==> src/psf_pkg.sv <==
// program status flags: shared constants and carrier types
// assumes a single cpu clock domain; bit positions follow the status word layout
package psf_pkg;
   localparam int          PSF_W        = 32;            // status word width
   localparam logic [4:0]  PSF_SYSREG_NO = 5'h05;        // system register number of the word
   localparam int          PSF_BIT_STEP = 11;            // single-step flag
   localparam int          PSF_BIT_NMI  = 7;             // nmi_active_flag
   localparam int          PSF_BIT_EXC  = 6;             // exception_active_flag
   localparam int          PSF_BIT_DIS  = 5;             // irq_disable_flag
   localparam int          PSF_LOW_W    = 5;             // result flags, bits 4..0
   localparam logic [31:0] PSF_WR_MASK  = 32'h0000_08ff; // writable bits; 31..12, 10..8 reserved
   localparam logic [31:0] PSF_RESET    = 32'h0000_0020; // irq_disable_flag set after reset

   // sysreg_load_instr as seen by the status word
   typedef struct packed {
      logic        exec;  // load executing (may span cycles)
      logic        done;  // load completes this cycle
      logic [4:0]  regno; // target system register number
      logic [31:0] data;  // value written
   } psf_load_t;

   // requests and pipeline events
   typedef struct packed {
      logic irq_req; // maskable interrupt request
      logic nmi_req; // non-maskable interrupt request
      logic exc_req; // exception taken this cycle
      logic retire;  // an instruction finished executing
   } psf_evt_t;
endpackage

==> src/psf_flag.sv <==
// single status flag cell with load, hardware set/clear and a forced-zero hold
// assumes the caller resolves which events apply in a given cycle
`timescale 1ns/1ps
module psf_flag #(
   parameter logic RESET_VAL = 1'b0  // value after reset
) (
   input  wire logic clk_sys,    // cpu clock
   input  wire logic resetn,     // async reset, active low
   input  wire logic ld_en,      // software load this cycle
   input  wire logic ld_val,     // value loaded
   input  wire logic hw_set,     // hardware set
   input  wire logic hw_clr,     // hardware clear
   input  wire logic hold_zero,  // force the flag to 0
   output logic      flag_q      // flag state
);
   logic flag_d;

   // priority: hold, then hardware set, hardware clear, load; events never lost to a load
   always_comb begin
      flag_d = flag_q;
      if (hold_zero) begin
         flag_d = 1'b0;
      end else if (hw_set) begin
         flag_d = 1'b1;
      end else if (hw_clr) begin
         flag_d = 1'b0;
      end else if (ld_en) begin
         flag_d = ld_val;
      end
   end

   always_ff @(posedge clk_sys or negedge resetn) begin
      if (!resetn) begin
         flag_q <= RESET_VAL;
      end else begin
         flag_q <= flag_d;
      end
   end
endmodule

==> src/psf_status.sv <==
// program status word: control flags, interrupt gating and single-step traps
// assumes requests are synchronous to clk_sys and that the pipeline holds an
// acknowledged request's entry in the same cycle as the ack
`timescale 1ns/1ps
module psf_status
   import psf_pkg::*;
#(
   parameter int WORD_W = PSF_W  // status word width
) (
   input  wire logic      clk_sys,               // cpu clock, 40 MHz
   input  wire logic      resetn,                // async reset, active low
   input  wire psf_load_t sysreg_load_instr,     // system register load
   input  wire psf_evt_t  evt,                   // requests and pipeline events
   input  wire logic      step_permit_bit,       // step enable from debug register
   output logic [31:0]    program_status_word,   // current word, for the store path
   output logic           irq_ack,               // maskable interrupt accepted
   output logic           nmi_ack,               // nmi accepted
   output logic           step_trap_q,           // debug trap pulse after a step
   output logic           irq_disable_flag,      // interrupts masked
   output logic           nmi_active_flag,       // nmi servicing in progress
   output logic           exception_active_flag  // exception servicing in progress
);
   logic                 ld_word;
   logic                 ld_dis_block;
   logic                 any_entry;
   logic                 step_q;
   logic                 nmi_q;
   logic                 exc_q;
   logic                 dis_q;
   logic [PSF_LOW_W-1:0] low_q;

   // the datapath is built for a 32-bit word only
   if (WORD_W != 32) begin : g_bad_width
      $error("psf_status: WORD_W must be 32");
   end

   // a load aimed at the status word
   assign ld_word = sysreg_load_instr.done && (sysreg_load_instr.regno == PSF_SYSREG_NO);

   // look at the load's data while it executes so masking starts before it completes
   assign ld_dis_block = sysreg_load_instr.exec &&
                         (sysreg_load_instr.regno == PSF_SYSREG_NO) &&
                         sysreg_load_instr.data[PSF_BIT_DIS];

   // acceptance: nmi unless one is in service, irq also needs the mask clear
   assign nmi_ack = evt.nmi_req && !nmi_q;
   assign irq_ack = evt.irq_req && !evt.nmi_req && !dis_q && !nmi_q &&
                    !ld_dis_block;

   // every branch into a handler
   assign any_entry = irq_ack || nmi_ack || evt.exc_req;

   // single-step flag at bit 11; cleared on entry, held low without permit
   psf_flag #(.RESET_VAL(PSF_RESET[PSF_BIT_STEP])) u_step (
      .clk_sys   (clk_sys),
      .resetn    (resetn),
      .ld_en     (ld_word),
      .ld_val    (sysreg_load_instr.data[PSF_BIT_STEP]),
      .hw_set    (1'b0),
      .hw_clr    (any_entry),
      .hold_zero (!step_permit_bit),
      .flag_q    (step_q)
   );

   // nmi in service; only software clears it, typically on return
   psf_flag #(.RESET_VAL(PSF_RESET[PSF_BIT_NMI])) u_nmi (
      .clk_sys   (clk_sys),
      .resetn    (resetn),
      .ld_en     (ld_word),
      .ld_val    (sysreg_load_instr.data[PSF_BIT_NMI]),
      .hw_set    (nmi_ack),
      .hw_clr    (1'b0),
      .hold_zero (1'b0),
      .flag_q    (nmi_q)
   );

   // exception in service; does not mask maskable interrupts
   psf_flag #(.RESET_VAL(PSF_RESET[PSF_BIT_EXC])) u_exc (
      .clk_sys   (clk_sys),
      .resetn    (resetn),
      .ld_en     (ld_word),
      .ld_val    (sysreg_load_instr.data[PSF_BIT_EXC]),
      .hw_set    (evt.exc_req),
      .hw_clr    (1'b0),
      .hold_zero (1'b0),
      .flag_q    (exc_q)
   );

   // interrupt mask; raised on irq and nmi entry so handlers start masked
   psf_flag #(.RESET_VAL(PSF_RESET[PSF_BIT_DIS])) u_dis (
      .clk_sys   (clk_sys),
      .resetn    (resetn),
      .ld_en     (ld_word),
      .ld_val    (sysreg_load_instr.data[PSF_BIT_DIS]),
      .hw_set    (irq_ack || nmi_ack),
      .hw_clr    (1'b0),
      .hold_zero (1'b0),
      .flag_q    (dis_q)
   );

   // result flags are only kept here; their arithmetic updates live elsewhere
   always_ff @(posedge clk_sys or negedge resetn) begin
      if (!resetn) begin
         low_q <= PSF_RESET[PSF_LOW_W-1:0];
      end else if (ld_word) begin
         low_q <= sysreg_load_instr.data[PSF_LOW_W-1:0];
      end
   end

   // trap after each instruction retired while stepping; an entry that
   // retires in the same cycle still traps, the flag drops afterwards
   always_ff @(posedge clk_sys or negedge resetn) begin
      if (!resetn) begin
         step_trap_q <= 1'b0;
      end else begin
         step_trap_q <= evt.retire && step_q;
      end
   end

   // reserved fields are constant zero, so a write can never reach them
   always_comb begin
      program_status_word                 = 32'h0000_0000;
      program_status_word[PSF_BIT_STEP]   = step_q;
      program_status_word[PSF_BIT_NMI]    = nmi_q;
      program_status_word[PSF_BIT_EXC]    = exc_q;
      program_status_word[PSF_BIT_DIS]    = dis_q;
      program_status_word[PSF_LOW_W-1:0]  = low_q;
   end

   assign irq_disable_flag      = dis_q;
   assign nmi_active_flag       = nmi_q;
   assign exception_active_flag = exc_q;
endmodule

==> config.mk <==
export PLATFORM = sky130hd
export DESIGN_NAME = psf_status
export DESIGN_NICKNAME = d
export VERILOG_FILES = /design/src/psf_pkg.sv /design/src/psf_flag.sv /design/src/psf_status.sv
export SDC_FILE = /design/constraint.sdc
export NUM_CORES = 1
export LEC_CHECK = 0
export ABC_AREA = 1
export BUFFER_PORTS_ARGS = -buffer_cell sky130_fd_sc_hd__buf_2
export CORE_AREA = 2 2 52 54
export CTS_BUF_LIST = sky130_fd_sc_hd__clkbuf_2
export DETAILED_ROUTE_END_ITERATION = 10
export DIE_AREA = 0 0 54 56
export HOLD_SLACK_MARGIN = 0.1
export PLACE_DENSITY = 0.75
export RECOVER_POWER = 25
export SYNTH_ARGS = -nofsm -noshare
export SYNTH_HDL_FRONTEND = slang
export SYNTH_SLANG_ARGS = --single-unit
==> constraint.sdc <==
create_clock -name clk_sys -period 0.9 [get_ports clk_sys]
set_input_delay 0.045 -clock clk_sys [delete_from_list [all_inputs] [get_ports clk_sys]]
set_output_delay 0.045 -clock clk_sys [all_outputs]
set_load 0.05 [all_outputs]
======== After elaboration in Yosys (flattened, before gate mapping) ========
Index checks and enable logic that the tools add are counted.
cells by class
  mux-type cells .......................... 9
  bitwise logic cells ..................... 0
  shift-type cells ........................ 0
  $add $sub $neg .......................... 0
  multipliers ............................. 0
  reduce and logical (&&, ||, !) cells .... 18
  div/mod/pow operators ................... 0
  magnitude comparators ................... 0
  equal/unequal tests ..................... 2
operators by type and width
  cell                                                  number
  logical AND 1 bit                                     9
  two-way mux 1 bit                                     9
  nonzero test 2 bit                                    3
  equality test 5 x 3 -> 1 bit (second input constant)  1
  logical NOT 1 bit                                     4
  != test 3 x 1 -> 1 bit (second input constant)        1
  logical OR 1 bit                                      2
storage, ports and cells
  memory bits (writable) .................. 0
  word-level logic and storage cells ...... 35
  bits in read-only memories .............. 0
  register bits ........................... 10
  bits in latches ......................... 0
  memories ................................ 0
  output and inout bits ................... 38
  bits of input ports ..................... 46

======== Logic depth before layout (Yosys ltp) ========
Gate-level depths: netlist (run 1).
  depth after elaboration ................. 9
  mapped depth ............................ 8
  depth with buffers taken out ............ 8

======== Cells and area by module ========
From an unflattened synthesis (run 1), not the netlist that was laid out.
unflattened totals
  cell total of the unflattened synthesis .. 120
  area total of the unflattened synthesis .. 855.8 µm²
modules (own cells, without submodules)
  module                 instances  seq. area each (µm²)  cells an instance  area an instance (µm²)
  psf_status             1          150.1                 72                 539.3
  psf_flag at u_exc ...  3          25.0                  12                 78.8
  psf_flag at u_dis      1          26.3                  12                 80.1

======== Worst setup path after synthesis (run 1) ========
Ideal clock, no wire load.
  path kind ............................... reg2reg
  from .................................... register u_nmi.flag_q
  to ...................................... register u_step.flag_q
  library setup time ...................... 0.116 ns
  arrival ................................. 1.639 ns
  data required time ...................... 0.784 ns
  stages on the path, launching flop included .. 5
  setup slack ............................. -0.855 ns
  buffers on the path ..................... 0
  period minus slack after synthesis ...... 1.755 ns
  path through ............................ dfrtp_1 > nor2_1 > inv_1 > nand2_1 > nor2_2
between the ends
  elaborated cells on any way between the ends .. 9
  classes of those cells .................. eq/ne: 1; mux: 2; reduce/logical: 6
RTL lines
  element                          line              RTL
  start: declaration               psf_flag.sv:14    output logic flag_q
  start signal: assignment         psf_flag.sv:36    flag_q <= flag_d;
  logical NOT 1 bit *              psf_status.sv:46  assign nmi_ack = evt.nmi_req && !nmi_q;
  logical AND 1 bit *              psf_status.sv:46
  named net nmi_ack                psf_status.sv:17  output logic nmi_ack,
  logical OR 1 bit * (2 in a row)  psf_status.sv:51  assign any_entry = irq_ack || nmi_ack || evt.exc_req;
  two-way mux 1 bit                psf_flag.sv:25    end else if (hw_clr) begin
  two-way mux 1 bit                psf_flag.sv:21    if (hold_zero) begin
  end signal: assignment           psf_flag.sv:36
  end: declaration                 psf_flag.sv:14
The timed path passes the listed nets; every way through them passes the cells marked *.
A chain may end at the register's enable or synchronous reset.

======== Final worst setup path (run 1) ========
  from .................................... register u_dis.flag_q
  to ...................................... output port irq_ack
between the ends
  longest elaborated chain between the ends .. 4
RTL lines
  element                         line              RTL
  start: declaration              psf_flag.sv:14
  start signal: assignment        psf_flag.sv:36
  logical NOT 1 bit               psf_status.sv:47  assign irq_ack = evt.irq_req && !evt.nmi_req && !dis_q && !nmi_q &&
  logical AND 1 bit (3 in a row)  psf_status.sv:47
  end: declaration                psf_status.sv:16  output logic irq_ack,
No other way between the ends.

==> out/results.ini, run 1 <==
[final_layout]
mostFrequentLayoutCell = nand2_1
multiInputGateArea_sq_um = 310
drive_gt1_frac = 0.450
layout_common_cells = 24 x nand2_1, 23 x conb_1, 21 x buf_2, 12 x dlygate4sd3_1, 11 x buf_6
fin_cells = 181
fillers = 237
fin_util = 0.489
stdcell_area_sq_mm = 0.00119
area_growth_pct = 66.4
regArea_sq_um = 254
n_antenna_cell = 0
nets = 198

[synth]
synth_xor_area_frac = 0
synth_compound_area_frac = 0.0140
netlist_area_sq_um = 714
synth_mux_area_frac = 0
synth_warnings = 0
synth-simple-area-share = 0.266
yosysSeqAreaShare = 0.352
synth_cell_types = 18
netlist_instances = 92
synth_top_family_by_area = buffers and inverters
synth_adder_area_share = 0
avgSynthCellArea_sq_um = 7.77
yosys_register_bits = 10

[placed_design]
hpwl_microns = 1120
dp_cells = 160
gp_congestion = 0.750
postPlaceCellArea_sq_um = 891
io_buffers = 37

[sta]
whs_ns = 0.148
period_share = 1.38
worst_pin_slew_ns = 0.513
clock.fmax_mhz = 806
fin_worst_skew_ns = 0.000163
grt_setup_unrepaired = yes
relSlewSlack = 0.658
layout_setup_ws_ns = -0.341
slew_violations = 0
final-hold-violation-count = 0
period_needed_ns = 1.24
setup_viol = 9

[critical_path]
end_kind = output port
required_ns = 0.85
critPathMaxFanout = 2
path_class = reg2out
cp.arrival_ns = 1.20
rr_endpoint = u_dis.flag_q
ff2ff_setup_slack_ns = -0.12
startpoint_type = flip-flop
cp_slowest_cell = dfstp_2
crit_path_max_incr_delay_ns = 0.55
cp_top_family = flip-flops
crit_chain = inv_2 > nand3_2 > nor2_1 > nand2_1 > inv_1 > buf_6
crit-reg2reg-launch = u_dis.flag_q
crit_buf_inv = 3
r2r.worst_path.cells = 7

[global_routing]
antenna_found_initial = 0
grt_pass1_wl_microns = 2630
gr-usage-all-layers = 0.121
grt_max_degree = 11
overflow = 0
grt_pass1_vias = 644

[min_path]
min_path_type = in2reg
hold_depth = 4
hp-start = sysreg_load_instr[37]
min_to = u_step.flag_q

[floorplanning]
rows = 18
dieArea_sq_mm = 0.00302
die_w_microns = 54
io_pins = 84
initial_utilization = 0.294
dieHeight_microns = 56
core_sq_mm = 0.00243

[power]
total_power_mw = 2.10
leakagePower_nw = 0.667
ir_worst_vdd_mv = 1.16
p_per_area_mw_per_mm2 = 1770

[detailed_routing]
drc_errors = 0
drtIter0Drc = 2
routed-via-count = 678
vias_per_cell = 3.75
drtPass1Iterations = 2
routed_wl_microns = 1650
ant_nets = 0
routedWlPerCell_microns = 9.14

[clock_network]
clk_pin_slew_ns = 0.11
htreeDepth = 1
cts_root_buf = clkbuf_2
numCtsBuffers = 3
clk_path_buf_depth = 2
cts_tree = built
worstSkewPairLatency_ns = 0.25
clkSinkCount = 10

[run_status]
violations = negative setup slack
status = complete, but fails checks

[run]
max_cap_viol_count = 0

## power by group
part,switching [mW],leakage (nW),internal [mW]
combinational,0.795,0.532,0.469
clock,0.153,0.0140,0.0966
sequential,0.0616,0.121,0.526
## cell usage after synthesis
cell	n	area, sq um
buf_4	27	203
nand2_1	25	93.8
inv_1	12	45.0
dfrtp_1	9	225
nor2_1	3	11.3
nand3_1	2	10.0
nand3_2	2	20.0
nor2_2	2	12.5
a21oi_1	1	5.00
buf_6	1	11.3
conb_1	1	3.75
dfstp_2	1	26.3
nand2_2	1	6.26
nand2_4	1	11.3
nand3b_1	1	7.51
nand4_1	1	6.26
nor2_4	1	11.3
o21ai_1	1	5.00
## worst register-to-register path: stages, from the launching register on
cell,delay [ns]
dfstp_2,0.55
inv_2,0.04
nand3_2,0.05
nor2_1,0.04
nand2_1,0.07
nand2_1,0.08
inv_1,0.07
nand2_1,0.06
## layout make-up
| class | count | share of cell area |
|---|---|---|
| Multi-Input combinational cell | 64 | 0.261 |
| Inverter | 12 | 0.0379 |
| Clock inverter | 1 | 0.00316 |
| Clock buffer | 3 | 0.0126 |
| Sequential cell | 10 | 0.214 |
| Timing Repair Buffer | 61 | 0.440 |
| Tap cell | 30 | 0.0316 |
## repair_timing
action,in CTS,in global routing
buffers inserted,4,2
endpoints found under the setup margin,16,18
pin swaps,2,1
endpoints found under the hold margin,20,0
resized for setup,27,13
hold buffers,12,0
cloned,0,0
## state kept, by name, indices dropped and copies added (netlist names)
signal / flops
u_nmi.flag_q: 1
u_dis.flag_q: 1
u_step.flag_q: 1
step_trap_q: 1
u_exc.flag_q: 1
low_q: 5
## cells by family (layout without fill, tap and decap cells)
family / count (synthesis) / in the layout
flip-flops: 10 / 10
AO/OA/AOI/OAI: 2 / 2
other: 1 / 23
buffers and inverters: 40 / 77
AND/OR/NAND/NOR: 39 / 39
## through the flow
step                setup TNS [ns]  setup slack, ns
global route                 -2.32           -0.414
CTS                          -1.68           -0.361
global placement            -0.275          -0.0964
floorplan                    -1.03           -0.275
finish                       -1.63           -0.341
detailed placement          -0.418          -0.0996
## layer usage
layer | share of wire | vias to the layer above | routed length, microns | GRT usage
li1 | - | 341 | - | -
met1 | 0.34 | 303 | 557 | 0.113
met2 | 0.59 | 34 | 969 | 0.230
met3 | 0.077 | 0 | 127 | 0.0591
met4 | 0 | 0 | 0 | 0.0214
met5 | 0 | - | 0 | 0
## worst max-delay path by stage
stage / start / endpoint / cells after the start
2_1_floorplan: u_dis.flag_q / irq_ack / 5
3_3_place_gp: u_dis.flag_q / irq_ack / 6
3_5_place_dp: u_dis.flag_q / irq_ack / 6
4_1_cts: u_dis.flag_q / irq_ack / 6
5_1_grt: u_dis.flag_q / irq_ack / 6
6_report: u_dis.flag_q / irq_ack / 6
No activity file was read; power rests on OpenSTA's default activity.
==> inputs of run 2 (changes only) <==
--- a/config.mk
+++ b/config.mk
@@ -7,13 +7,14 @@
 export LEC_CHECK = 0
 export ABC_AREA = 1
 export BUFFER_PORTS_ARGS = -buffer_cell sky130_fd_sc_hd__buf_2
-export CORE_AREA = 2 2 52 54
+export CORE_AREA = 2 2 40 70
 export CTS_BUF_LIST = sky130_fd_sc_hd__clkbuf_2
 export DETAILED_ROUTE_END_ITERATION = 10
-export DIE_AREA = 0 0 54 56
+export DIE_AREA = 0 0 42 72
 export HOLD_SLACK_MARGIN = 0.1
-export PLACE_DENSITY = 0.75
+export PLACE_DENSITY = 0.74
 export RECOVER_POWER = 25
+export SKIP_LAST_GASP = 1
 export SYNTH_ARGS = -nofsm -noshare
 export SYNTH_HDL_FRONTEND = slang
 export SYNTH_SLANG_ARGS = --single-unit
==> out/results.ini, run 2 (synthesis gave the netlist of run 1 again) <==
[final_layout]
n_antenna_cell = 0  ; unchanged
fin_util = 0.486  ; -0.00257
regMostFlops = low_q
layout_common_cells = 23 x nand2_1, 23 x conb_1, 21 x buf_2, 12 x dlygate4sd3_1, 12 x buf_4
drive_gt1_frac = 0.454  ; +0.00362
largest_reg_flops = 5  ; unchanged
nets = 199  ; +0.51%
stdcell_area_sq_mm = 0.00118  ; -0.53%
fillers = 240  ; +1.3%
area_growth_pct = 65.5

[min_path]
min_path_type = in2reg

[power]
p_per_area_mw_per_mm2 = 1820  ; +3.0%
leakagePower_nw = 0.663  ; -0.52%
p_sw_mw = 1.02  ; +1.0%
ir_worst_vdd_mv = 0.998  ; -14%
seq_power_share = 0.268  ; -0.012
comb_power_share = 0.618  ; +0.016
swShare = 0.473  ; -0.00689
p_clk_frac = 0.114  ; -0.005
p_int_mw = 1.13  ; +3.8%

[sta]
slew_violations = 0  ; unchanged
setup_viol = 9  ; unchanged
period_share = 1.39  ; +0.0152
whs_ns = 0.178  ; +0.0305 ns
setup-tns-final_ns = -1.93  ; -0.301 ns
grt_setup_unrepaired = yes
layout_setup_ws_ns = -0.355  ; -0.0137 ns
fin_worst_skew_ns = 0.0115  ; +0.0113 ns
period_needed_ns = 1.25  ; +0.0137 ns
worst_pin_slew_ns = 0.543  ; +0.0300 ns
clock.fmax_mhz = 797  ; -1.1%
final-hold-violation-count = 0  ; unchanged
relSlewSlack = 0.638  ; -0.0200

[placed_design]
postPlaceCellArea_sq_um = 851  ; -4.5%
io_buffers = 37  ; unchanged
gp_congestion = 0.637  ; -15%
dp_slack_ns = -0.111  ; -0.0113 ns
hpwl_microns = 1190  ; +5.9%

[global_routing]
antenna_found_initial = 0  ; unchanged
overflow = 0  ; unchanged
gr-usage-all-layers = 0.118  ; -0.00331
grt_pass1_wl_microns = 2730  ; +3.7%
grt_max_degree = 11  ; unchanged
grt_pass1_vias = 608  ; -5.6%

[critical_path]
end_kind = output port
crit_chain = inv_2 > nand3_2 > nor2_1 > nand2_1 > inv_1 > buf_6
startpoint_type = flip-flop
crit_buf_inv = 3  ; unchanged
cp.arrival_ns = 1.21  ; about the same
crit_path_max_incr_delay_ns = 0.55  ; about the same
path_class = reg2out
required_ns = 0.85  ; about the same
critPathMaxFanout = 2  ; unchanged
cp_slowest_cell = dfstp_2
cp_top_family = flip-flops

[floorplanning]
dieHeight_microns = 72  ; +29%
rows = 24  ; +6
core_sq_mm = 0.00243  ; unchanged
io_pins = 84  ; unchanged
dieArea_sq_mm = 0.00302  ; unchanged
initial_utilization = 0.294  ; unchanged
die_w_microns = 42  ; -22%

[clock_network]
clk_pin_slew_ns = 0.11  ; about the same
clkSinkCount = 10  ; unchanged
htreeDepth = 1  ; unchanged
worstSkewPairLatency_ns = 0.25  ; about the same
numCtsBuffers = 3  ; unchanged
cts_root_buf = clkbuf_2
clk_path_buf_depth = 2  ; unchanged
cts_tree = built

[detailed_routing]
routedWlPerCell_microns = 9.85  ; +7.8%
drtPass1Iterations = 2  ; unchanged
routed_wl_microns = 1750  ; +6.0%
drc_errors = 0  ; unchanged
vias_per_cell = 3.87  ; +3.2%
ant_nets = 0  ; unchanged
routed-via-count = 688  ; +1.5%
drtIter0Drc = 3  ; +1

[run]
max_cap_viol_count = 0  ; unchanged

[run_status]
violations = negative setup slack
status = complete, but fails checks

## run 2: cell types whose count changed in the layout (fill, tap and decap cells not counted)
| cell | before | now |
|---|---|---|
| nand2_4 | 1 | 2 |
| buf_4 | 10 | 12 |
| buf_12 | 1 | 0 |
| nand2_1 | 24 | 23 |
| a21oi_2 | 1 | 0 |
| a21oi_1 | 0 | 1 |
## run 2: path summary, 6_finish.rpt
kind | startpoint | end | slack (ns) | depth (start not counted)
min reg2reg | low_q[0] | low_q[0] | 0.52 | 2
min in group asynchronous | resetn | low_q[3] | 0.28 | 2
max in group asynchronous | resetn | u_exc.flag_q | 0.22 | 2
min | sysreg_load_instr[37] | u_step.flag_q | 0.18 | 4
max | u_dis.flag_q | irq_ack | -0.35 | 6
max reg2reg | u_dis.flag_q | u_dis.flag_q | -0.18 | 8
## run 2: tightest hold or removal path: stages
cell,delay (ns)
buf_2,0.10
nand4_1,0.12
nand3_2,0.10
nor2_2,0.03
## run 2: metrics by stage
stage | instances | total power [mW]
floorplan | 114 | 1.41
CTS | 173 | 2.07
finish | 178 | 2.15
global route | 178 | 2.28
global placement | 153 | 1.51
detailed placement | 153 | 1.52
## run 2: layout make-up
type	instances	area [sq um]	share of cell area
clock inverter	1	3.75	0.00317
clock buffer	3	15.0	0.0127
timing repair buffer	62	518	0.438
multi-input combinational	64	314	0.266
sequential	10	254	0.215
inverter	12	45.0	0.0381
tap	26	32.5	0.0275
## run 2: power by group through the flow
stage	sequential, mW	combinational [mW]	clock (mW)
after detailed placement	0.585	0.931	0
after global placement	0.583	0.927	0
after CTS	0.574	1.23	0.266
after floorplan	0.832	0.577	0
final	0.576	1.33	0.246
after global routing	0.586	1.39	0.306
## run 2: timing repair
action                     in CTS  in global routing
resized for setup              32                 10
setup buffers                   4                  7
pin swaps                       1                  1
hold endpoints to repair       20                  0
hold buffers                   12                  0
setup endpoints to repair      16                 18
## run 2: metal layers
metal | vias to the layer above | routed length [microns] | global-route usage
met2 | 45 | 1030 | 0.222
met4 | 0 | 0 | 0.0430
met3 | 0 | 158 | 0.0323
li1 | 342 | - | -
met5 | - | 0 | 0
met1 | 301 | 563 | 0.121
